**config.mk**
```make
export PLATFORM = sky130hd
export DESIGN_NAME = eight_input_adc_readout
export DESIGN_NICKNAME = d
export VERILOG_FILES = /design/src/verilog/adc_readout_pkg.sv /design/src/verilog/eight_input_adc_readout.sv
export SDC_FILE = /design/constraint.sdc
export NUM_CORES = 1
export LEC_CHECK = 0
export ABC_CLOCK_PERIOD_IN_PS = 2100
export BUFFER_PORTS_ARGS = -buffer_cell sky130_fd_sc_hd__buf_4
export CORE_ASPECT_RATIO = 2
export CORE_MARGIN = 1.5
export CORE_UTILIZATION = 25
export CTS_CLUSTER_SIZE = 12
export DETAILED_ROUTE_END_ITERATION = 7
export PLACE_DENSITY = 0.5
export SLEW_MARGIN = 20
export SYNTH_ARGS = -nofsm -noshare
export SYNTH_HDL_FRONTEND = slang
export SYNTH_SLANG_ARGS = --single-unit
```
**constraint.sdc**
```tcl
create_clock -name pclk -period 2.1 [get_ports pclk]
set_input_delay 0.21 -clock pclk [delete_from_list [all_inputs] [get_ports pclk]]
set_output_delay 0.21 -clock pclk [all_outputs]
set_load 0.01 [all_outputs]
```
**src/verilog/adc_readout_pkg.sv**
```systemverilog
// Operation
// - full input span maps to codes 80d2..7f2e, clamped at plus or minus 32558
// - negative inputs are two's complement, sign in bit 15 of the sample
// - sample sits in bits 31:16; inputs 0,1,4,5 group 0, inputs 2,3,6,7 group 1
// - inputs 0,1,4,5 start converting on the phase clock rising edge
// - inputs 2,3,6,7 start converting on the phase clock falling edge
// - bit pair 2n,2n+1 of the port word picks input n filter cut-off
// - converter clock divider defaults to 5, may be 4, nothing else
// - converter settings reset: control fffffc01, delay 0, header 1, strobe fffffc, utos 0
// - port control and polarity reset to zero, direction to 0000ffff
// - module answers without error only when the address carries its switch index; other indexes get an error answer
package adc_readout_pkg;

  // register byte offsets inside one module window
  localparam logic [7:0] OFF_SAMPLE0 = 8'h00;
  localparam logic [7:0] OFF_FILTER = 8'h20;
  localparam logic [7:0] OFF_PORT_DIR = 8'h24;
  localparam logic [7:0] OFF_PORT_POL = 8'h28;
  localparam logic [7:0] OFF_PORT_CTL = 8'h2c;
  localparam logic [7:0] OFF_CLK_DIV = 8'h30;
  localparam logic [7:0] OFF_CONV_CTL = 8'h34;
  localparam logic [7:0] OFF_SAMPLE_DLY = 8'h38;
  localparam logic [7:0] OFF_HEADER = 8'h3c;
  localparam logic [7:0] OFF_STROBE = 8'h40;
  localparam logic [7:0] OFF_UTOS = 8'h44;
  // module index field of the address
  localparam int IDX_LO = 8;
  localparam int IDX_HI = 11;

  // reset values
  localparam logic [31:0] CONV_CTL_RST = 32'hfffffc01;
  localparam logic [31:0] SAMPLE_DLY_RST = 32'h00000000;
  localparam logic [31:0] HEADER_RST = 32'h00000001;
  localparam logic [31:0] STROBE_RST = 32'h00fffffc;
  localparam logic UTOS_RST = 1'b0;
  localparam logic [31:0] PORT_DIR_RST = 32'h0000ffff;
  localparam logic [31:0] PORT_POL_RST = 32'h00000000;
  localparam logic [31:0] PORT_CTL_RST = 32'h00000000;
  localparam logic [2:0] DIV_DEFAULT = 3'h5;
  localparam logic [2:0] DIV_ALT = 3'h4;

  // code limits and start patterns
  localparam logic signed [15:0] CODE_MAX = 16'sh7f2e;
  localparam logic signed [15:0] CODE_MIN = -16'sh7f2e;
  localparam logic [7:0] START_RISE = 8'h33;
  localparam logic [7:0] START_FALL = 8'hcc;
  localparam logic [1:0] IDX_SETTLE = 2'h2;

  typedef struct packed {
    logic ph_meta;
    logic ph_sync;
    logic ph_prev;
    logic [3:0] idx_meta;
    logic [3:0] idx_sync;
    logic [3:0] idx;
    logic [1:0] idx_wait;
    logic idx_ok;
    logic [7:0][15:0] smp;
    logic [31:0] fsel;
    logic [31:0] pdir;
    logic [31:0] ppol;
    logic [31:0] pctl;
    logic [2:0] div;
    logic [2:0] dcnt;
    logic [31:0] cctl;
    logic [31:0] cdel;
    logic [31:0] chdr;
    logic [31:0] cstb;
    logic utos;
    logic [31:0] prdata;
    logic pready;
    logic pslverr;
    logic [7:0] start;
    logic sclk;
    logic [15:0] filt;
  } readout_state_t;

endpackage

```
**src/verilog/eight_input_adc_readout.sv**
```systemverilog
// Our own choices: register access over APB and the register offsets.
`timescale 1ns/1ps
module eight_input_adc_readout
  import adc_readout_pkg::*;
#(
  parameter int ADDR_W = 12
)
(
  // apb slave
  input wire logic pclk,
  input wire logic presetn,
  input wire logic psel,
  input wire logic penable,
  input wire logic pwrite,
  input wire logic [ADDR_W-1:0] paddr,
  input wire logic [31:0] pwdata,
  output logic [31:0] prdata,
  output logic pready,
  output logic pslverr,
  // pins from outside the clock domain
  input wire logic [3:0] index_switch,
  input wire logic phase_clock,
  // converter front end, on pclk
  input wire logic [7:0] conv_done,
  input wire logic [127:0] conv_code,
  output logic [7:0] conv_start,
  output logic conv_sclk,
  output logic [15:0] filter_select_port
);

  // the index field must fit in the address
  if (ADDR_W < IDX_HI + 1)
  begin : g_addr_check
    $error("ADDR_W too small for the module index field");
  end

  readout_state_t s;
  readout_state_t next_s;

  // raw converter code to clamped signed sample
  function automatic logic [15:0] to_sample(input logic [15:0] raw, input logic utos);
    logic signed [15:0] v;
    v = utos ? {~raw[15], raw[14:0]} : raw; // offset binary flips the msb
    if (v > CODE_MAX)
      return CODE_MAX;
    if (v < CODE_MIN)
      return CODE_MIN;
    return v;
  endfunction

  // per-input clamp of the incoming raw code, one copy per converter
  logic [15:0] clamped [8];
  for (genvar g = 0; g < 8; g++)
  begin : g_clamp
    assign clamped[g] = to_sample(conv_code[16*g +: 16], s.utos);
  end

  logic ph_rise;
  logic ph_fall;
  logic [7:0] off;
  logic hit;
  logic acc_done;
  logic [15:0] fwant;

  // edges of the synchronised phase clock, never the metastable stage
  assign ph_rise = s.ph_sync & ~s.ph_prev;
  assign ph_fall = ~s.ph_sync & s.ph_prev;
  assign off = paddr[7:0];
  assign acc_done = psel & penable & s.pready;
  // driven port bits only; undriven bits read as zero at the pins
  assign fwant = (s.fsel[15:0] ^ s.ppol[15:0]) & s.pdir[15:0];

  // address decode: wrong index or unknown offset is an error answer
  always_comb
  begin
    logic in_map;
    in_map = (off[1:0] == 2'h0) && (off <= OFF_UTOS);
    hit = s.idx_ok && in_map && (paddr[IDX_HI:IDX_LO] == s.idx);
    if (ADDR_W > IDX_HI + 1)
      hit = hit && (paddr >> (IDX_HI + 1)) == '0;
  end

  // whole next state
  always_comb
  begin
    logic [31:0] rd;
    logic bad;
    rd = 32'h00000000;
    bad = 1'b0;
    next_s = s;

    // two flops on each pin before use
    next_s.ph_meta = phase_clock;
    next_s.ph_sync = s.ph_meta;
    next_s.ph_prev = s.ph_sync;
    next_s.idx_meta = index_switch;
    next_s.idx_sync = s.idx_meta;

    // the switch is caught once, after the synchroniser has settled
    if (!s.idx_ok)
    begin
      if (s.idx_wait == IDX_SETTLE)
      begin
        next_s.idx = s.idx_sync;
        next_s.idx_ok = 1'b1;
      end
      else
        next_s.idx_wait = s.idx_wait + 2'h1;
    end

    // start pulses, two groups half a phase period apart
    if (ph_rise)
      next_s.start = START_RISE;
    else if (ph_fall)
      next_s.start = START_FALL;
    else
      next_s.start = 8'h00;

    // converter clock: high for the first div/2 counts, rounded down, of each divider period
    if (s.dcnt >= s.div - 3'h1)
      next_s.dcnt = 3'h0;
    else
      next_s.dcnt = s.dcnt + 3'h1;
    next_s.sclk = next_s.dcnt < (s.div >> 1);

    // result words hold until a conversion finishes
    for (int i = 0; i < 8; i++)
    begin
      if (conv_done[i])
        next_s.smp[i] = clamped[i];
    end

    next_s.filt = fwant;

    // read mux
    if (off < OFF_FILTER)
      rd = {s.smp[off[4:2]], 16'h0000};
    else
    begin
      case (off)
        OFF_FILTER: rd = s.fsel;
        OFF_PORT_DIR: rd = s.pdir;
        OFF_PORT_POL: rd = s.ppol;
        OFF_PORT_CTL: rd = s.pctl;
        OFF_CLK_DIV: rd = {29'h0, s.div};
        OFF_CONV_CTL: rd = s.cctl;
        OFF_SAMPLE_DLY: rd = s.cdel;
        OFF_HEADER: rd = s.chdr;
        OFF_STROBE: rd = s.cstb;
        OFF_UTOS: rd = {31'h0, s.utos};
        default: rd = 32'h00000000;
      endcase
    end

    // writes that are refused: read-only words and unsupported dividers
    if (pwrite)
    begin
      if (off < OFF_FILTER)
        bad = 1'b1;
      else if (off == OFF_CLK_DIV)
        bad = (pwdata[31:0] != {29'h0, DIV_DEFAULT}) &&
              (pwdata[31:0] != {29'h0, DIV_ALT});
    end

    // one wait state, then the registered answer
    next_s.pready = 1'b0;
    next_s.pslverr = 1'b0;
    if (psel && penable && !s.pready)
    begin
      next_s.pready = 1'b1;
      next_s.pslverr = !hit || bad;
      if (!pwrite)
        next_s.prdata = hit ? rd : 32'h00000000;
    end

    // a write lands on the edge that completes the access
    if (acc_done && pwrite && !s.pslverr)
    begin
      case (off)
        OFF_FILTER: next_s.fsel = pwdata;
        OFF_PORT_DIR: next_s.pdir = pwdata;
        OFF_PORT_POL: next_s.ppol = pwdata;
        OFF_PORT_CTL: next_s.pctl = pwdata;
        OFF_CLK_DIV: next_s.div = pwdata[2:0];
        OFF_CONV_CTL: next_s.cctl = pwdata;
        OFF_SAMPLE_DLY: next_s.cdel = pwdata;
        OFF_HEADER: next_s.chdr = pwdata;
        OFF_STROBE: next_s.cstb = pwdata;
        OFF_UTOS: next_s.utos = pwdata[0];
        default: next_s.fsel = s.fsel;
      endcase
    end
  end

  // state register; reset loads constants only
  always_ff @(posedge pclk or negedge presetn)
  begin
    if (!presetn)
    begin
      s <= '0;
      s.cctl <= CONV_CTL_RST;
      s.cdel <= SAMPLE_DLY_RST;
      s.chdr <= HEADER_RST;
      s.cstb <= STROBE_RST;
      s.utos <= UTOS_RST;
      s.div <= DIV_DEFAULT;
      s.pdir <= PORT_DIR_RST;
      s.ppol <= PORT_POL_RST;
      s.pctl <= PORT_CTL_RST;
    end
    else
      s <= next_s;
  end

  // outputs straight from the state flops
  assign prdata = s.prdata;
  assign pready = s.pready;
  assign pslverr = s.pslverr;
  assign conv_start = s.start;
  assign conv_sclk = s.sclk;
  assign filter_select_port = s.filt;

  logic all_in_range;
  always_comb
  begin
    all_in_range = 1'b1;
    for (int i = 0; i < 8; i++)
      if ($signed(s.smp[i]) > CODE_MAX || $signed(s.smp[i]) < CODE_MIN)
        all_in_range = 1'b0;
  end
endmodule

```
==> run_results.csv <==
group,metric,value,unit
place,dpl.hpwl,57640,µm
layout,nNetsFinal,2434,
clock_tree,numCtsBuffers,48,
routing,post_drt_wl_per_cell,22.45,µm
sta,worst_pin_slew,0.6419,ns
grt,grt-ovfl-total,0,
sta,hold-worst-slack,0.03256,ns
synthesis,syn_area,22290,µm²
flow_run,cap_violations,0,
routing,vias_per_cell,4.861,
layout,area_delta_synth_final,31.61,%
worst_setup_path,worst_ep_arrival_time,2.60,ns
synthesis,synthFlopType,"dfrtp_1",
worst_setup_path,criticalPathCategory,"flop to flop",
synthesis,synth-simple-area-share,0.09058,
clock_tree,clk_path_buf_depth,3,
worst_setup_path,worstPathCellList,"inv_2, ha_4, ha_4, a21o_1, a21o_1, nor2_2, ha_1, a211oi_2",
clock_tree,cts_sinks,462,
worst_setup_path,slowest_delay,0.54,ns
place,gp_congestion,0.8539,
layout,mostFrequentLayoutCell,"dfrtp_1",
synthesis,synthCells,1803,
synthesis,synth_compound_area_frac,0.1393,
pwr,ir_drop,0.0004459,V
synthesis,async_reset_ff_frac,1.000,
sta,finalCritPeriodShare,0.9885,
clock_tree,clock_latency,0.62,ns
pwr,p_total,0.02059,W
pwr,cellPowerDensity,701.7,nW/µm²
worst_setup_path,worstPathMaxFanout,2,
grt,grt_max_degree,95,
place,dp_slack,-0.07500,ns
sta,skew,0.03436,ns
clock_tree,cts_tree,"yes",
synthesis,ys_warn_count,0,
grt,antenna_found_initial,2,
sta,fin_ws,0.02408,ns
synthesis,synth_top_family_by_area,"multiplexers",
synthesis,synthMuxAreaShare,0.1765,
synthesis,synthXorXnorAreaFrac,0.01218,
grt,grt_pass1_wl,115700,µm
grt,grt_usage,0.1686,
grt,first_global_vias,18024,
layout,final_layout_size_suffix_gt1_frac,0.3625,
worst_setup_path,crit_path_top_delay_cell,"dfstp_2",
floorplanning,die_y,425.3,µm
sta,post-route-min-period,2.076,ns
routing,drt_iter0_drc,970,
floorplanning,dieArea,91090,µm²
synthesis,synth_seq_cells,462,
worst_setup_path,crit_path_end_kind,"flop",
floorplanning,start_util,0.2526,
place,io_buffers,248,
status,status,"finished, final reports clean",
sta,slew_headroom,0.5681,
sta,slew_violations,0,
floorplanning,core-area,88250,µm²
floorplanning,pin_count,249,
clock_tree,clockRootBuffer,"clkbuf_16",
routing,wirelength,77190,µm
routing,antenna_left,0,
sta,setup_violations,0,
synthesis,ys_seq_area_frac,0.5222,
synthesis,ys_types,73,
clock_tree,htree_num_levels,2,
routing,vias,16712,
worst_setup_path,cp.required,2.63,ns
place,place_area,26160,µm²
synthesis,syn_nets,2008,
pwr,leakage,13.11,nW
layout,post-route-util,0.3325,
synthesis,synth_enable_flop_cells,0,
sta,fmax,481.7,MHz
layout,stdcell_area,29340,µm²
synthesis,synthAdderAreaFrac,0.008418,
floorplanning,die_width,214.2,µm
clock_tree,clk_transition_reported_paths,0.06,ns
synthesis,synth_area_per_cell,12.36,µm²
routing,drcViolationCount,0,
sta,rsz0062_at_grt,"yes",
routing,drt_pass1_iterations,7,
layout,final_cell_mix,"dfrtp_1 (398), buf_4 (359), mux2_2 (221)",
hold_path,hold_class,"input pin to flop",
sta,finalHoldViolations,0,
worst_setup_path,startpoint_type,"flop",
layout,num-fill-cells,8942,
floorplanning,rows,154,
==> area by class of cell <==
class	instances	area, µm²	share of cell area
diodes	3	7.507	0.0002559
clock buffers	78	1445	0.04925
clock inverters	8	87.58	0.002985
inverters	26	101.3	0.003454
multi-input cells	1143	9662	0.3293
flip-flops and latches	462	11640	0.3968
well taps	1170	1464	0.04989
repair buffers	548	4932	0.1681
==> path summary, 6_finish.rpt <==
kind                          startpoint                      to  slack (ns)  cells past startpoint
setup reg to reg                  s[191]               conv_sclk        0.02                      8
max in group asynchronous        presetn                  s[459]        1.12                      3
min in group asynchronous        presetn  filter_select_port[15]        0.09                      2
hold reg to reg              next_s[457]                  s[457]        0.35                      0
setup / recovery                  s[191]               conv_sclk        0.02                      8
hold / removal             conv_code[26]                  s[348]        0.03                      3
==> sequential cells by signal, summed over array words and instances, names as in the netlist <==
| register | flops |
|---|---|
| s | 403 |
| prdata | 32 |
| pready | 1 |
| filter_select_port | 16 |
| conv_sclk | 1 |
| pslverr | 1 |
| conv_start | 2 |
| next_s | 6 |
==> per-layer routing <==
layer	vias to the layer above	routed length (µm)	share of wire	GRT usage
li1	7519	-	-	-
met1	8597	28140	0.36	0.1772
met2	464	42580	0.55	0.3284
met3	132	2739	0.035	0.01994
met4	0	3731	0.048	0.08181
met5	-	0	0	0
==> through the flow <==
stage / cells / TNS [ns]
after floorplan: 1803 / 0
after global placement: 3193 / -0.2810
after detailed placement: 3193 / -0.4222
after CTS: 3434 / 0
after global routing: 3437 / -0.1019
final: 3438 / 0
==> report_power, final <==
part           switching [W]  internal [W]
combinational        0.00128       0.00122
clock                0.00371       0.00482
sequential          0.000311       0.00925
==> kinds of logic (layout without fill, tap and decap cells) <==
kind of cell	after synthesis	count (layout)
AO/OA/AOI/OAI	396	396
flip-flops	462	462
adder cells (fa/ha/maj)	15	15
AND/OR/NAND/NOR	374	374
multiplexers	327	327
buffers and inverters	198	660
other	0	3
XOR/XNOR	31	31
==> repair_timing <==
item,in CTS,in global routing
hold buffers,154,0
hold endpoints to repair,779,0
pin swaps,1,8
setup buffers,1,1
setup endpoints to repair,1,48
gates resized for setup,2,17
==> synthesized netlist by cell type (all sizes together), types with 4 or more instances <==
cell type / instances / area share
buf: 117 / 0.037
nor3: 33 / 0.010
nand4: 12 / 0.0034
o31a: 17 / 0.0067
a211oi: 16 / 0.0054
mux2i: 24 / 0.011
o22a: 70 / 0.028
o22ai: 20 / 0.0056
o32a: 7 / 0.0031
a21oi: 27 / 0.0061
a41o: 8 / 0.0036
a32o: 4 / 0.0018
o211ai: 8 / 0.0027
o2bb2ai: 31 / 0.012
o41ai: 7 / 0.0051
nor4b: 5 / 0.0029
dfstp: 64 / 0.075
a221oi: 9 / 0.0038
ha: 15 / 0.0084
nor2b: 78 / 0.022
nand2: 91 / 0.015
a22o: 22 / 0.0086
clkbuf: 55 / 0.0093
nand3: 27 / 0.0061
a222oi: 15 / 0.0067
mux4: 25 / 0.025
o21ai: 49 / 0.011
nor4: 18 / 0.0056
xnor2: 7 / 0.0028
inv: 25 / 0.0042
dfrtp: 398 / 0.45
nor2: 74 / 0.013
mux2: 278 / 0.14
a31oi: 7 / 0.0020
a21o: 8 / 0.0027
xor2: 24 / 0.0094
a22oi: 56 / 0.019
o2111ai: 6 / 0.0024
and2: 19 / 0.0053
==> critical path, delay by kind of cell, from the launching register on <==
family          cells  cell delay [ns]
simple gates        1             0.13
compound gates      3             0.58
fa+ha+maj           3             0.71
buf+inv             1             0.05
flops               1             0.54
(Power assumes the default switching activity.)
